**src/bcfg_pkg.sv**
```systemverilog
// constants and types of the startup configuration byte decoder
package bcfg_pkg;

	// configuration memory layout, bytes 0x08 to 0x11 are fetched in order
	localparam logic [7:0] CFG_FIRST_ADDR = 8'h08;
	localparam int CFG_BYTES = 10;
	localparam int IDX_PWR = 0;
	localparam int IDX_DIR = 1;
	localparam int IDX_LVL = 2;
	localparam int IDX_PTR0 = 3;
	localparam int IDX_PTR1 = 4;
	localparam int IDX_DELAY = 5;
	localparam int IDX_FLAGS = 6;
	localparam int IDX_RSVD = 7;
	localparam int IDX_DLEN = 8;
	localparam int IDX_DTYPE = 9;

	// field positions
	localparam int PWR_VALID_EN_BIT = 0;
	localparam int FLAG_BUS_POWERED = 4;
	localparam int FLAG_UDMA = 3;
	localparam int FLAG_UNITS_HI = 2;
	localparam int FLAG_UNITS_LO = 1;
	localparam int FLAG_RESCAN = 0;
	localparam int GPIO_W = 6;
	localparam logic [1:0] UNITS_SEARCH = 2'h0;
	localparam logic [1:0] UNITS_ONE = 2'h1;

	// expected contents of the fixed bytes
	localparam logic [7:0] RSVD_VALUE = 8'h00;
	localparam logic [7:0] DESC_LEN = 8'h12;
	localparam logic [7:0] DESC_TYPE = 8'h01;
	localparam logic [7:0] NAME_NONE = 8'h00;

	// identify strings
	localparam int NAME_LEN = 24;
	localparam int NAME_DEPTH = 48;
	localparam logic [5:0] NAME1_BASE = 6'h18;

	// startup delay tick
	localparam int TICK_TIME_MS = 20;
	localparam int CLK_FREQ_KHZ = 100_000;
	localparam int TICK_CYCLES = TICK_TIME_MS * CLK_FREQ_KHZ;

	// register port offsets and control bits
	localparam logic [7:0] REG_STATUS = 8'h00;
	localparam logic [7:0] REG_CFG = 8'h04;
	localparam logic [7:0] REG_PTR = 8'h08;
	localparam logic [7:0] REG_GPIO = 8'h0C;
	localparam logic [7:0] REG_CTRL = 8'h10;
	localparam int CTRL_RELOAD = 0;
	localparam int CTRL_RESCAN = 1;

	typedef enum logic [1:0] {ST_FETCH, ST_WAIT, ST_DELAY, ST_RUN} bcfg_state_t;
	typedef enum logic [1:0] {PH_CFG, PH_NAME0, PH_NAME1} bcfg_phase_t;

endpackage : bcfg_pkg

```
**src/bcfg_decoder.sv**
```systemverilog
// startup configuration byte decoder
//
// Summary of operation
// - each of bits 5:0 of the direction byte makes its pin an output when 1, an input when 0.
// - the sampled level of every input pin is reported in the system report data.
// - each output pin drives the level of its bit in the output level byte.
// - a nonzero first name pointer locates a 24-byte name string for the first unit.
// - a nonzero second name pointer locates a 24-byte name string for the second unit.
// - a zero name pointer means the drive's own identify data names the unit.
// - drive access starts only after the programmed number of 20 ms ticks.
// - the bus powered bit marks the first unit fixed while power valid stays in use.
// - the removable UDMA bit connects UDMA signals to the card pins only when 1.
// - the unit count code searches on 00, assumes one unit on 01, two otherwise.
// - bit 0 clear searches the bus on each rise of bus power enable while in run, set skips it.
// - the power valid input is enabled only by bit 0 of the power byte.
//
// Strobed register access and the placing of the registers are this design's own decisions.
`timescale 1ns/10ps
module bcfg_decoder #(
	parameter int unsigned TICK_CYCLES = bcfg_pkg::TICK_CYCLES,
	parameter int GPIO_W = bcfg_pkg::GPIO_W
) (
	// clock and reset
	input wire logic CLK_SYS,
	input wire logic RESETN,
	// register port
	input wire logic [7:0] REG_ADDR,
	input wire logic [31:0] REG_WDATA,
	input wire logic REG_WR,
	input wire logic REG_RD,
	output logic [31:0] REG_RDATA,
	// configuration memory reader
	output logic EE_REQ,
	output logic [7:0] EE_ADDR,
	input wire logic [7:0] EE_DATA,
	input wire logic EE_ACK,
	// general purpose pins
	input wire logic [GPIO_W-1:0] GPIO_IN,
	output logic [GPIO_W-1:0] GPIO_OUT,
	output logic [GPIO_W-1:0] GPIO_OE,
	output logic [GPIO_W-1:0] SYSTEM_IRQ_REPORT,
	// drive handling
	input wire logic DRIVE_POWER_VALID_IN,
	input wire logic BUS_POWER_ATA_ENABLE,
	output logic DRIVE_ACCESS_EN,
	output logic UNIT_SEARCH_REQ,
	output logic [1:0] UNIT_COUNT,
	output logic UNIT0_BUS_POWERED,
	output logic CARD_UDMA_CONNECT,
	output logic POWER_VALID_EN,
	output logic DRIVE_POWER_OK,
	// identify strings
	output logic UNIT0_NAME_FROM_DRIVE,
	output logic UNIT1_NAME_FROM_DRIVE,
	input wire logic [5:0] NAME_RD_ADDR,
	output logic [7:0] NAME_RD_DATA
);

	localparam int TW = $clog2(TICK_CYCLES + 1);

	bcfg_pkg::bcfg_state_t state;
	bcfg_pkg::bcfg_phase_t phase;
	logic [7:0] cfg [bcfg_pkg::CFG_BYTES];
	logic [4:0] cnt;
	logic loaded;
	logic [7:0] ticks_left;
	logic [TW-1:0] tick_cnt;
	logic [GPIO_W+1:0] sync_q;
	logic [GPIO_W-1:0] gpio_s;
	logic dpv_s;
	logic bpe_s;
	logic bpe_d;
	logic reload_req;
	logic rescan_req;
	logic name_we;
	logic [5:0] name_wa;
	logic accept;
	logic enter_run;
	logic restart;
	logic desc_err;
	logic [7:0] unit0_name_pointer;
	logic [7:0] unit1_name_pointer;
	logic [7:0] flags;
	logic [GPIO_W-1:0] dir;
	logic [GPIO_W-1:0] lvl;
	logic removable_udma_allow;
	logic rescan_on_bus_power;
	logic [1:0] unit_count_select;

	function automatic logic [7:0] fetch_addr(input bcfg_pkg::bcfg_phase_t p, input logic [4:0] c,
		input logic [7:0] p0, input logic [7:0] p1);
		logic [7:0] base;
		base = (p == bcfg_pkg::PH_CFG) ? bcfg_pkg::CFG_FIRST_ADDR :
			(p == bcfg_pkg::PH_NAME0) ? p0 : p1;
		return 8'(base + {3'h0, c});
	endfunction : fetch_addr

	function automatic logic last_index(input bcfg_pkg::bcfg_phase_t p, input logic [4:0] c);
		return (p == bcfg_pkg::PH_CFG) ? (c == 5'(bcfg_pkg::CFG_BYTES - 1)) :
			(c == 5'(bcfg_pkg::NAME_LEN - 1));
	endfunction : last_index

	assign gpio_s = sync_q[GPIO_W+1:2];
	assign dpv_s = sync_q[1];
	assign bpe_s = sync_q[0];
	assign unit0_name_pointer = cfg[bcfg_pkg::IDX_PTR0];
	assign unit1_name_pointer = cfg[bcfg_pkg::IDX_PTR1];
	assign flags = cfg[bcfg_pkg::IDX_FLAGS];
	assign dir = cfg[bcfg_pkg::IDX_DIR][GPIO_W-1:0];
	assign lvl = cfg[bcfg_pkg::IDX_LVL][GPIO_W-1:0];
	assign removable_udma_allow = flags[bcfg_pkg::FLAG_UDMA];
	assign rescan_on_bus_power = flags[bcfg_pkg::FLAG_RESCAN];
	assign unit_count_select = flags[bcfg_pkg::FLAG_UNITS_HI:bcfg_pkg::FLAG_UNITS_LO];
	assign accept = (state == bcfg_pkg::ST_WAIT) && EE_ACK;
	assign restart = reload_req && (state == bcfg_pkg::ST_DELAY || state == bcfg_pkg::ST_RUN);
	assign enter_run = (state == bcfg_pkg::ST_DELAY) && !reload_req && (ticks_left == 8'h00);
	assign name_we = accept && (phase != bcfg_pkg::PH_CFG);
	assign name_wa = 6'(((phase == bcfg_pkg::PH_NAME1) ? bcfg_pkg::NAME1_BASE : 6'h00) + {1'b0, cnt});

	// reserved and descriptor bytes checked against their fixed values
	assign desc_err = loaded && ((cfg[bcfg_pkg::IDX_DLEN] != bcfg_pkg::DESC_LEN) ||
		(cfg[bcfg_pkg::IDX_DTYPE] != bcfg_pkg::DESC_TYPE) ||
		(cfg[bcfg_pkg::IDX_RSVD] != bcfg_pkg::RSVD_VALUE) ||
		(cfg[bcfg_pkg::IDX_DIR][7:GPIO_W] != '0) || (cfg[bcfg_pkg::IDX_LVL][7:GPIO_W] != '0));

	bcfg_sync #(
		.W(GPIO_W + 2)
	) u_sync (
		.clk(CLK_SYS),
		.resetn(RESETN),
		.d({GPIO_IN, DRIVE_POWER_VALID_IN, BUS_POWER_ATA_ENABLE}),
		.q(sync_q)
	);

	bcfg_name_mem #(
		.DEPTH(bcfg_pkg::NAME_DEPTH),
		.AW(6)
	) u_names (
		.clk(CLK_SYS),
		.resetn(RESETN),
		.we(name_we),
		.wa(name_wa),
		.wd(EE_DATA),
		.ra(NAME_RD_ADDR),
		.rd(NAME_RD_DATA)
	);

	// fetch sequence, startup delay and run
	always_ff @(posedge CLK_SYS or negedge RESETN) begin
		if (!RESETN) begin
			state <= bcfg_pkg::ST_FETCH;
			phase <= bcfg_pkg::PH_CFG;
			cnt <= 5'h00;
			EE_REQ <= 1'b0;
			EE_ADDR <= 8'h00;
			loaded <= 1'b0;
			ticks_left <= 8'h00;
			tick_cnt <= '0;
		end else begin
			EE_REQ <= 1'b0;
			unique case (state)
				bcfg_pkg::ST_FETCH: begin
					EE_REQ <= 1'b1;
					EE_ADDR <= fetch_addr(phase, cnt, unit0_name_pointer, unit1_name_pointer);
					state <= bcfg_pkg::ST_WAIT;
				end
				bcfg_pkg::ST_WAIT: begin
					if (EE_ACK && !last_index(phase, cnt)) begin
						cnt <= cnt + 5'h01;
						state <= bcfg_pkg::ST_FETCH;
					end else if (EE_ACK) begin
						cnt <= 5'h00;
						if (phase == bcfg_pkg::PH_CFG && unit0_name_pointer != bcfg_pkg::NAME_NONE) begin
							phase <= bcfg_pkg::PH_NAME0;
							state <= bcfg_pkg::ST_FETCH;
						end else if (phase != bcfg_pkg::PH_NAME1 &&
							unit1_name_pointer != bcfg_pkg::NAME_NONE) begin
							phase <= bcfg_pkg::PH_NAME1;
							state <= bcfg_pkg::ST_FETCH;
						end else begin
							loaded <= 1'b1;
							ticks_left <= cfg[bcfg_pkg::IDX_DELAY];
							tick_cnt <= '0;
							state <= bcfg_pkg::ST_DELAY;
						end
					end
				end
				bcfg_pkg::ST_DELAY: begin
					if (reload_req) begin
						state <= bcfg_pkg::ST_FETCH;
					end else if (ticks_left == 8'h00) begin
						state <= bcfg_pkg::ST_RUN;
					end else if (tick_cnt == TW'(TICK_CYCLES - 1)) begin
						tick_cnt <= '0;
						ticks_left <= ticks_left - 8'h01;
					end else begin
						tick_cnt <= tick_cnt + TW'(1);
					end
				end
				bcfg_pkg::ST_RUN: begin
					if (reload_req) begin
						state <= bcfg_pkg::ST_FETCH;
					end
				end
			endcase
			if (restart) begin
				phase <= bcfg_pkg::PH_CFG;
				cnt <= 5'h00;
				loaded <= 1'b0;
			end
		end
	end

	// latch of the configuration bytes
	always_ff @(posedge CLK_SYS or negedge RESETN) begin
		if (!RESETN) begin
			for (int i = 0; i < bcfg_pkg::CFG_BYTES; i++) begin
				cfg[i] <= 8'h00;
			end
		end else if (accept && phase == bcfg_pkg::PH_CFG) begin
			cfg[cnt[3:0]] <= EE_DATA;
		end
	end

	// register port
	always_ff @(posedge CLK_SYS or negedge RESETN) begin
		if (!RESETN) begin
			REG_RDATA <= 32'h0000_0000;
			reload_req <= 1'b0;
			rescan_req <= 1'b0;
		end else begin
			reload_req <= REG_WR && (REG_ADDR == bcfg_pkg::REG_CTRL) && REG_WDATA[bcfg_pkg::CTRL_RELOAD];
			rescan_req <= REG_WR && (REG_ADDR == bcfg_pkg::REG_CTRL) && REG_WDATA[bcfg_pkg::CTRL_RESCAN];
			REG_RDATA <= 32'h0000_0000;
			if (REG_RD) begin
				unique case (REG_ADDR)
					bcfg_pkg::REG_STATUS: REG_RDATA <= {28'h000_0000, desc_err, DRIVE_ACCESS_EN,
						(state == bcfg_pkg::ST_DELAY), loaded};
					bcfg_pkg::REG_CFG: REG_RDATA <= {flags, cfg[bcfg_pkg::IDX_DELAY],
						cfg[bcfg_pkg::IDX_LVL], cfg[bcfg_pkg::IDX_DIR]};
					bcfg_pkg::REG_PTR: REG_RDATA <= {cfg[bcfg_pkg::IDX_PWR], 8'h00,
						unit1_name_pointer, unit0_name_pointer};
					bcfg_pkg::REG_GPIO: REG_RDATA <= {26'h000_0000, SYSTEM_IRQ_REPORT};
					default: REG_RDATA <= 32'h0000_0000;
				endcase
			end
		end
	end

	// pins, only after every byte is latched
	always_ff @(posedge CLK_SYS or negedge RESETN) begin
		if (!RESETN) begin
			GPIO_OE <= '0;
			GPIO_OUT <= '0;
			SYSTEM_IRQ_REPORT <= '0;
		end else begin
			GPIO_OE <= loaded ? dir : '0;
			GPIO_OUT <= loaded ? (lvl & dir) : '0;
			SYSTEM_IRQ_REPORT <= loaded ? (gpio_s & ~dir) : '0;
		end
	end

	// drive handling
	always_ff @(posedge CLK_SYS or negedge RESETN) begin
		if (!RESETN) begin
			bpe_d <= 1'b0;
			DRIVE_ACCESS_EN <= 1'b0;
			UNIT_SEARCH_REQ <= 1'b0;
			UNIT_COUNT <= 2'h0;
			UNIT0_BUS_POWERED <= 1'b0;
			CARD_UDMA_CONNECT <= 1'b0;
			POWER_VALID_EN <= 1'b0;
			DRIVE_POWER_OK <= 1'b0;
			UNIT0_NAME_FROM_DRIVE <= 1'b0;
			UNIT1_NAME_FROM_DRIVE <= 1'b0;
		end else begin
			bpe_d <= bpe_s;
			// access drops in the cycle a reload leaves run
			DRIVE_ACCESS_EN <= (state == bcfg_pkg::ST_RUN) && !reload_req;
			UNIT_SEARCH_REQ <= (enter_run && unit_count_select == bcfg_pkg::UNITS_SEARCH) ||
				((state == bcfg_pkg::ST_RUN) && !reload_req &&
				((bpe_s && !bpe_d && !rescan_on_bus_power) || rescan_req));
			if (!loaded || unit_count_select == bcfg_pkg::UNITS_SEARCH) begin
				UNIT_COUNT <= 2'h0;
			end else if (unit_count_select == bcfg_pkg::UNITS_ONE) begin
				UNIT_COUNT <= 2'h1;
			end else begin
				UNIT_COUNT <= 2'h2;
			end
			UNIT0_BUS_POWERED <= loaded && flags[bcfg_pkg::FLAG_BUS_POWERED];
			CARD_UDMA_CONNECT <= loaded && removable_udma_allow;
			POWER_VALID_EN <= loaded && cfg[bcfg_pkg::IDX_PWR][bcfg_pkg::PWR_VALID_EN_BIT];
			DRIVE_POWER_OK <= loaded && cfg[bcfg_pkg::IDX_PWR][bcfg_pkg::PWR_VALID_EN_BIT] && dpv_s;
			UNIT0_NAME_FROM_DRIVE <= loaded && (unit0_name_pointer == bcfg_pkg::NAME_NONE);
			UNIT1_NAME_FROM_DRIVE <= loaded && (unit1_name_pointer == bcfg_pkg::NAME_NONE);
		end
	end
endmodule : bcfg_decoder

```
**src/bcfg_sync.sv**
```systemverilog
// two flip-flop synchroniser for pin inputs
`timescale 1ns/10ps
module bcfg_sync #(
	parameter int W = 1
) (
	// clock and reset
	input wire logic clk,
	input wire logic resetn,
	// levels
	input wire logic [W-1:0] d,
	output logic [W-1:0] q
);

	logic [W-1:0] meta;

	always_ff @(posedge clk or negedge resetn) begin
		if (!resetn) begin
			meta <= '0;
			q <= '0;
		end else begin
			meta <= d;
			q <= meta;
		end
	end

endmodule : bcfg_sync

```
**src/bcfg_name_mem.sv**
```systemverilog
// identify string store with registered read
`timescale 1ns/10ps
module bcfg_name_mem #(
	parameter int DEPTH = 48,
	parameter int AW = 6
) (
	// clock and reset
	input wire logic clk,
	input wire logic resetn,
	// write side
	input wire logic we,
	input wire logic [AW-1:0] wa,
	input wire logic [7:0] wd,
	// read side
	input wire logic [AW-1:0] ra,
	output logic [7:0] rd
);

	logic [7:0] mem [DEPTH];

	always_ff @(posedge clk) begin
		if (we) begin
			mem[wa] <= wd;
		end
	end

	always_ff @(posedge clk or negedge resetn) begin
		if (!resetn) begin
			rd <= 8'h00;
		end else begin
			rd <= (int'(ra) < DEPTH) ? mem[ra] : 8'h00;
		end
	end

endmodule : bcfg_name_mem

```
**config.mk**
```make
export PLATFORM = sky130hd
export DESIGN_NAME = bcfg_decoder
export DESIGN_NICKNAME = d
export VERILOG_FILES = /design/src/bcfg_pkg.sv /design/src/bcfg_decoder.sv /design/src/bcfg_sync.sv /design/src/bcfg_name_mem.sv
export SDC_FILE = /design/constraint.sdc
export NUM_CORES = 1
export LEC_CHECK = 0
export ABC_CLOCK_PERIOD_IN_PS = 3100
export BUFFER_PORTS_ARGS = -buffer_cell sky130_fd_sc_hd__clkbuf_2
export CORE_UTILIZATION = 60
export CTS_CLUSTER_DIAMETER = 40
export CTS_CLUSTER_SIZE = 14
export DETAILED_ROUTE_END_ITERATION = 7
export MAX_ROUTING_LAYER = met4
export PLACE_DENSITY = 0.84
export SYNTH_ARGS = -nofsm -noshare
export SYNTH_HDL_FRONTEND = slang
export SYNTH_SLANG_ARGS = --single-unit
```
**constraint.sdc**
```tcl
create_clock -name CLK_SYS -period 3.1 [get_ports CLK_SYS]
set_input_delay 0.465 -clock CLK_SYS [delete_from_list [all_inputs] [get_ports CLK_SYS]]
set_output_delay 0.465 -clock CLK_SYS [all_outputs]
set_load 0.01 [all_outputs]
```
* Word level (Yosys, flattened, before mapping)
Memory sizes are Yosys's and may differ from the RTL's.
Cells that the tools add are included.
** Storage, ports and cells
- Register bits after elaboration :: 215
- Memory bits (writable) :: 384
- Bits of input ports :: 67
- Output and inout bits :: 77
- Logic and storage cells :: 199
- Memories :: 1
** Memories
- u_names.mem :: words 48, width 8, read ports 1, clocked after memory_dff 0, write ports 1, RTL line bcfg_name_mem.sv:19 : logic [7:0] mem [DEPTH];
** Cells by class
- Add/sub/neg operators :: 5
- $lt $le $gt $ge :: 3
- Equal/unequal tests :: 29
- Muxes and demuxes :: 58
- Bitwise logic cells :: 4
- Reductions and logical operators :: 62
** Operator list (number)
- 21-bit 2-to-1 mux :: 7
- 32-bit case mux with 4 select lines :: 1
- 8-bit 2-to-1 mux :: 11
- 80-bit bitwise mux :: 1
- 21-bit case mux with 2 select lines :: 1
- 8-bit demux with 4-bit select :: 1
- 8-bit zero test :: 4
- 32-bit 2-to-1 mux :: 1
- 2-bit 2-to-1 mux :: 15
- 1-bit logical AND :: 25
- 5-bit 2-to-1 mux :: 5
- 2-bit != test, second input constant :: 12
- 8-bit nonzero test :: 3
- 21-bit by 1-bit adder with 21-bit output, second input constant :: 1
- 21-bit == test, second input constant :: 1
- 6-bit 2-to-1 mux :: 3
- 8-bit by 4-bit == test with 1-bit output, second input constant :: 2
- 8-bit case mux with 2 select lines :: 1
- 6-bit AND :: 2
- 2-bit nonzero test :: 6
- 1-bit 2-to-1 mux :: 10
- 8-bit by 5-bit adder with 8-bit output :: 1
- 8-bit by 3-bit == test with 1-bit output, second input constant :: 1
- 8-bit by 5-bit == test with 1-bit output, second input constant :: 1
- 27 further kinds :: 45

* Longest topological paths before layout
- Word-level depth :: 8
- Depth in mapped cells :: 11
- Mapped depth without buffers :: 11

* Hierarchy
A second synthesis with hierarchy kept.
** Second synthesis, totals
- Cell total of the unflattened synthesis :: 1447
- Area, all modules :: 24100.6 um2
** Modules (own cells, without submodules)
- bcfg_name_mem :: times used 1, cells each 719, area an instance 15314.7 um2
- bcfg_decoder :: times used 1, cells each 712, area an instance 8385.5 um2
- bcfg_sync :: times used 1, cells each 16, area an instance 400.4 um2

* Worst setup path after synthesis
Ideal clock, no wire load.
- Path type :: reg2reg
- Start point :: register phase[0]
- End point :: memory u_names.mem[15][0] (enable)
- Setup time :: 0.370 ns
- Arrival :: 2.286 ns
- Required time :: 2.730 ns
- Setup slack :: 0.444 ns
- Cell stages (with the launch flop) :: 7
- Period minus slack after synthesis :: 2.656 ns
- Cell sequence :: dfrtp_1 nor2b_1 ha_1 fa_1 or3b_2 buf_1 nor2_1
** On the way
- Cells in the longest elaborated chain, start to end :: 4
- Elaborated cells between the ends (all ways) :: 7
- Classes of those cells :: add/sub: 1; eq/ne: 1; mux: 3; reduce/logical: 2
** Ends and longest elaborated chain
- start, declared :: RTL line bcfg_decoder.sv:62 : bcfg_pkg::bcfg_phase_t phase;
- start signal, assigned :: RTL line bcfg_decoder.sv:152 : phase <= bcfg_pkg::PH_CFG;
- start signal, assigned :: RTL line bcfg_decoder.sv:174 : phase <= bcfg_pkg::PH_NAME0;
- start signal, assigned :: RTL line bcfg_decoder.sv:178 : phase <= bcfg_pkg::PH_NAME1;
- branches (longest 4 deep; another with 5-bit by 5-bit adder with 6-bit output)
- end, declared :: RTL line bcfg_name_mem.sv:19
Several ways; the timed one is not identified.

* Worst setup path after layout
- Start point :: register phase[1]
- End point :: register EE_ADDR[7]
** On the way
- Cells in the longest elaborated chain, start to end :: 4
- Elaborated cells between the ends (all ways) :: 5
- Classes of those cells :: add/sub: 1; eq/ne: 1; mux: 2; reduce/logical: 1
** Ends and longest elaborated chain
- 2-bit by 1-bit == test with 1-bit output :: RTL line bcfg_decoder.sv:94 : (p == bcfg_pkg::PH_NAME0) ? p0 : p1;
- 8-bit 2-to-1 mux :: RTL line bcfg_decoder.sv:94
- 8-bit 2-to-1 mux * :: RTL line bcfg_decoder.sv:93 : base = (p == bcfg_pkg::PH_CFG) ? bcfg_pkg::CFG_FIRST_ADDR :
- 8-bit by 5-bit adder with 8-bit output * :: RTL line bcfg_decoder.sv:95 : return 8'(base + {3'h0, c});
- end signal, assigned :: RTL line bcfg_decoder.sv:164 : EE_ADDR <= fetch_addr(phase, cnt, unit0_name_pointer, unit1_name_pointer);
- end, declared :: RTL line bcfg_decoder.sv:34 : output logic [7:0] EE_ADDR,
Mark *: on every way between the ends. The rest lies on a longest branch, timed or not.
A chain may end at the register's enable or synchronous reset.

==> qor.yml <==
outcome:
  status: "finished clean"
logic_synthesis:
  yosys_warnings: 0
  syn_area_um2: 23800
  synth-seq-cells: 599
  syn_nets: 1515
  synth_cell_type_count: 59
  yosysTopAreaCell: "edfxtp_1"
  synth_edf_count: 384
  synthMostInstantiatedCell: "edfxtp_1"
  synth.top_cells.by_count: "384 x edfxtp_1, 215 x dfrtp_1, 108 x nor2_1, 98 x mux4_2, 87 x mux2_2"
  syn_area_per_cell_um2: 16.6
  synth_area_leaders: "edfxtp_1 48%, dfrtp_1 23%, mux4_2 9.3%, mux2_2 4.1%, nor2_1 1.7%"
  ys_seq_area_share_pct: 71.1
  synth.top_cell.area_share_pct: 48.4
  async_flop_share_pct: 35.9
  synth_top_flop_cell: "edfxtp_1"
  syn_inst: 1434
grt:
  grt_pass1_vias: 14972
  grt_overflow: 0
  grt_util_all_layers_pct: 31.2
  grt_pass1_wl_mm: 90.6
  grt_max_degree: 98
  antenna_found_initial: 1
sta:
  relSlewSlack_pct: 19.4
  period_needed_ps: 2870
  rsz0062_at_grt: "no"
  fin_crit_sh_pct: 92.5
  hold_viol: 0
  fin_ws_ps: 234
  max_freq_mhz: 349
  setup_tns_ps: 0
  finalSetupViolCount: 0
  clock_skew_ps: 26.3
  worst_pin_slew_ps: 1210
  slew_violations: 0
cts:
  clock_path_buffers: 3
  cts_setup_buffers: 0
  cts_sinks: 599
  cts_root_buf: "clkbuf_16"
  clk_latency_ps: 590
  cts_tree: "done"
  path_clk_slew_ps: 60
  cts_buffers: 69
  htreeDepth: 3
placed_design:
  portBuffers: 113
  gp_congestion: 0.856
  post-dp-hpwl_mm: 36.1
  dp_slack_ps: -75.1
setup_path:
  cpMostUsedCell: "a21oi_1"
  crit_type: "register to register"
  critPathArrivalTime_ps: 3390
  worstPathCellList: "nor2_1, a22o_1, ha_1, a21o_1, a21oi_1, o21bai_1, a21oi_1, or4b_2, nand3_1"
  cp-start-kind: "register"
  r2r_cells: 9
  max_stage_delay_ps: 640
  crit_fanout: 14
  crit_family: "simple AND/OR/NAND/NOR gates"
  crit_required_ps: 3630
  crit_path_end_kind: "register"
  cp.depth: 9
  critPathBufInv: 0
  cp_slowest_cell: "or4b_2"
power:
  internal-power_mw: 15.7
  power.density_nw_per_um2: 782
  sequentialPowerShare_pct: 46.5
  combPwrFrac_pct: 15.7
  peakVddDrop_uv: 671
  switching_share_pct: 28.4
  p_sw_mw: 6.20
  clkPwrFrac_pct: 37.8
  total_power_mw: 21.9
  p_leak_nw: 10.7
cells_and_area:
  multi_input_area_um2: 6560
  final_nets: 1730
  syn_to_final_growth_pct: 17.6
  fill_cells: 2235
  register_area_um2: 16900
  drive_above_1_share_pct: 30.5
die:
  core_um2: 38900
  io_pins: 144
  die_area_um2: 40500
  die_w_um: 201
  start_util_pct: 61.2
  num_rows: 72
  floorplan.die.height_um: 201
worst_hold_path:
  worstHoldPathCells: 2
  hold_class: "input port to register"
detailed_routing:
  dr.pass1.iters: 6
  vias: 14493
  route.detailed.drc: 0
  via_per_inst: 6.53
  ant_nets: 0
  wirelength_mm: 59.4
  wl_per_cell_um: 26.8
  drtIter0Drc: 1627
run:
  drv_cap: 0
## metal layers
layer  vias up  track usage [%]  wire [µm]
li1       6017                -          -
met4         0             11.7       2070
met2       932             50.9      30500
met3       172             6.06       5520
met1      7372             39.1      21400
met5         -                -          0
## cells by family (layout without fill, tap and decap cells)
| kind of cell | Yosys count | in the layout | synth area share (%) |
|---|---|---|---|
| other | 0 | 1 | 0 |
| flip-flops | 599 | 599 | 71.1 |
| AO/OA/AOI/OAI | 199 | 199 | 5.59 |
| XOR/XNOR | 7 | 7 | 0.258 |
| buffers and inverters | 87 | 354 | 1.48 |
| adder cells (fa/ha/maj) | 14 | 14 | 0.799 |
| multiplexers | 200 | 200 | 14.1 |
| AND/OR/NAND/NOR | 328 | 328 | 6.76 |
## cell type report
| class | instances | area share [%] |
|---|---|---|
| inverter | 13 | 0.174 |
| clock inverter | 43 | 1.81 |
| multi-input combinational | 748 | 23.4 |
| timing repair buffer | 218 | 5.30 |
| antenna | 1 | 0.00894 |
| tap | 518 | 2.32 |
| sequential | 599 | 60.4 |
| clock buffer | 80 | 6.55 |
## power groups by stage
stage | combinational [mW] | clock [mW] | sequential [mW]
floorplan | 2.26 | 0 | 10.0
global placement | 3.17 | 0 | 10.2
detailed placement | 3.33 | 0 | 10.3
CTS | 3.41 | 8.33 | 10.1
global route | 3.75 | 8.64 | 10.3
finish | 3.44 | 8.27 | 10.2
## timing repair
item / in CTS / in global routing
setup endpoints to repair: 7 / 0
hold buffers: 9 / 0
gates resized for setup: 1 / 0
endpoints found under the hold margin: 103 / 0
## layout by cell type (no fill, tap or decap), types with 7 or more instances in the layout
master         count
edfxtp_1         384
dfrtp_1          215
clkbuf_2         110
nor2_1           108
mux4_2            98
buf_4             90
mux2_2            87
nand2_1           76
clkbuf_16         72
o21ai_0           52
a22oi_1           40
a21oi_1           28
and3_1            22
nand3_1           21
nor2b_1           19
and2_1            16
mux2i_1           14
inv_1             13
a31oi_1           13
o31ai_1           13
a22o_1            12
ha_1              12
nor4_1            11
nor3_1             9
clkinv_2           9
dlygate4sd3_1      9
inv_6              8
clkbuf_1           8
nand4_1            7
nor3b_1            7
buf_12             7
## path summary, 6_finish.rpt
kind / from / end / slack (ps)
worst max-delay path: phase[1] / EE_ADDR[7] / 230
worst min-delay path: REG_WDATA[0] / reload_req / 90
worst max register to register: phase[1] / EE_ADDR[7] / 230
worst min register to register: u_sync.meta[0] / u_sync.q[0] / 350
min in group asynchronous: RESETN / CARD_UDMA_CONNECT / 480
max in group asynchronous: RESETN / cfg[65] / 1770
## per-stage QoR
step	util (%)	hold WS, ps	instances	cell area (µm²)
global placement	65.7	333	2087	25500
CTS	71.9	71.7	2219	28000
floorplan	-	169	1434	23800
finish	71.9	91.6	2220	28000
detailed placement	65.7	335	2087	25500
global route	71.9	84.8	2220	28000
## registers in the layout (all words and copies together), names as in the netlist, 2 cells and up
name                cells
cfg                    56
cnt                     5
flags                   8
UNIT_COUNT              2
u_sync.meta             8
EE_ADDR                 8
phase                   2
u_names.rd              8
unit0_name_pointer      8
REG_RDATA              32
u_names.mem           384
u_sync.q                8
state                   2
unit1_name_pointer      8
ticks_left              8
SYSTEM_IRQ_REPORT       6
GPIO_OE                 6
GPIO_OUT                6
tick_cnt               21
## worst reg2reg max path, stage by stage, from the launching register on
cell and delay [ps]:
dfrtp_1 540, nor2_1 480, a22o_1 280, ha_1 230, a21o_1 160, a21oi_1 110
o21bai_1 140, a21oi_1 130, or4b_2 640, nand3_1 100
Note: power is estimated with default switching activity, not from simulation.
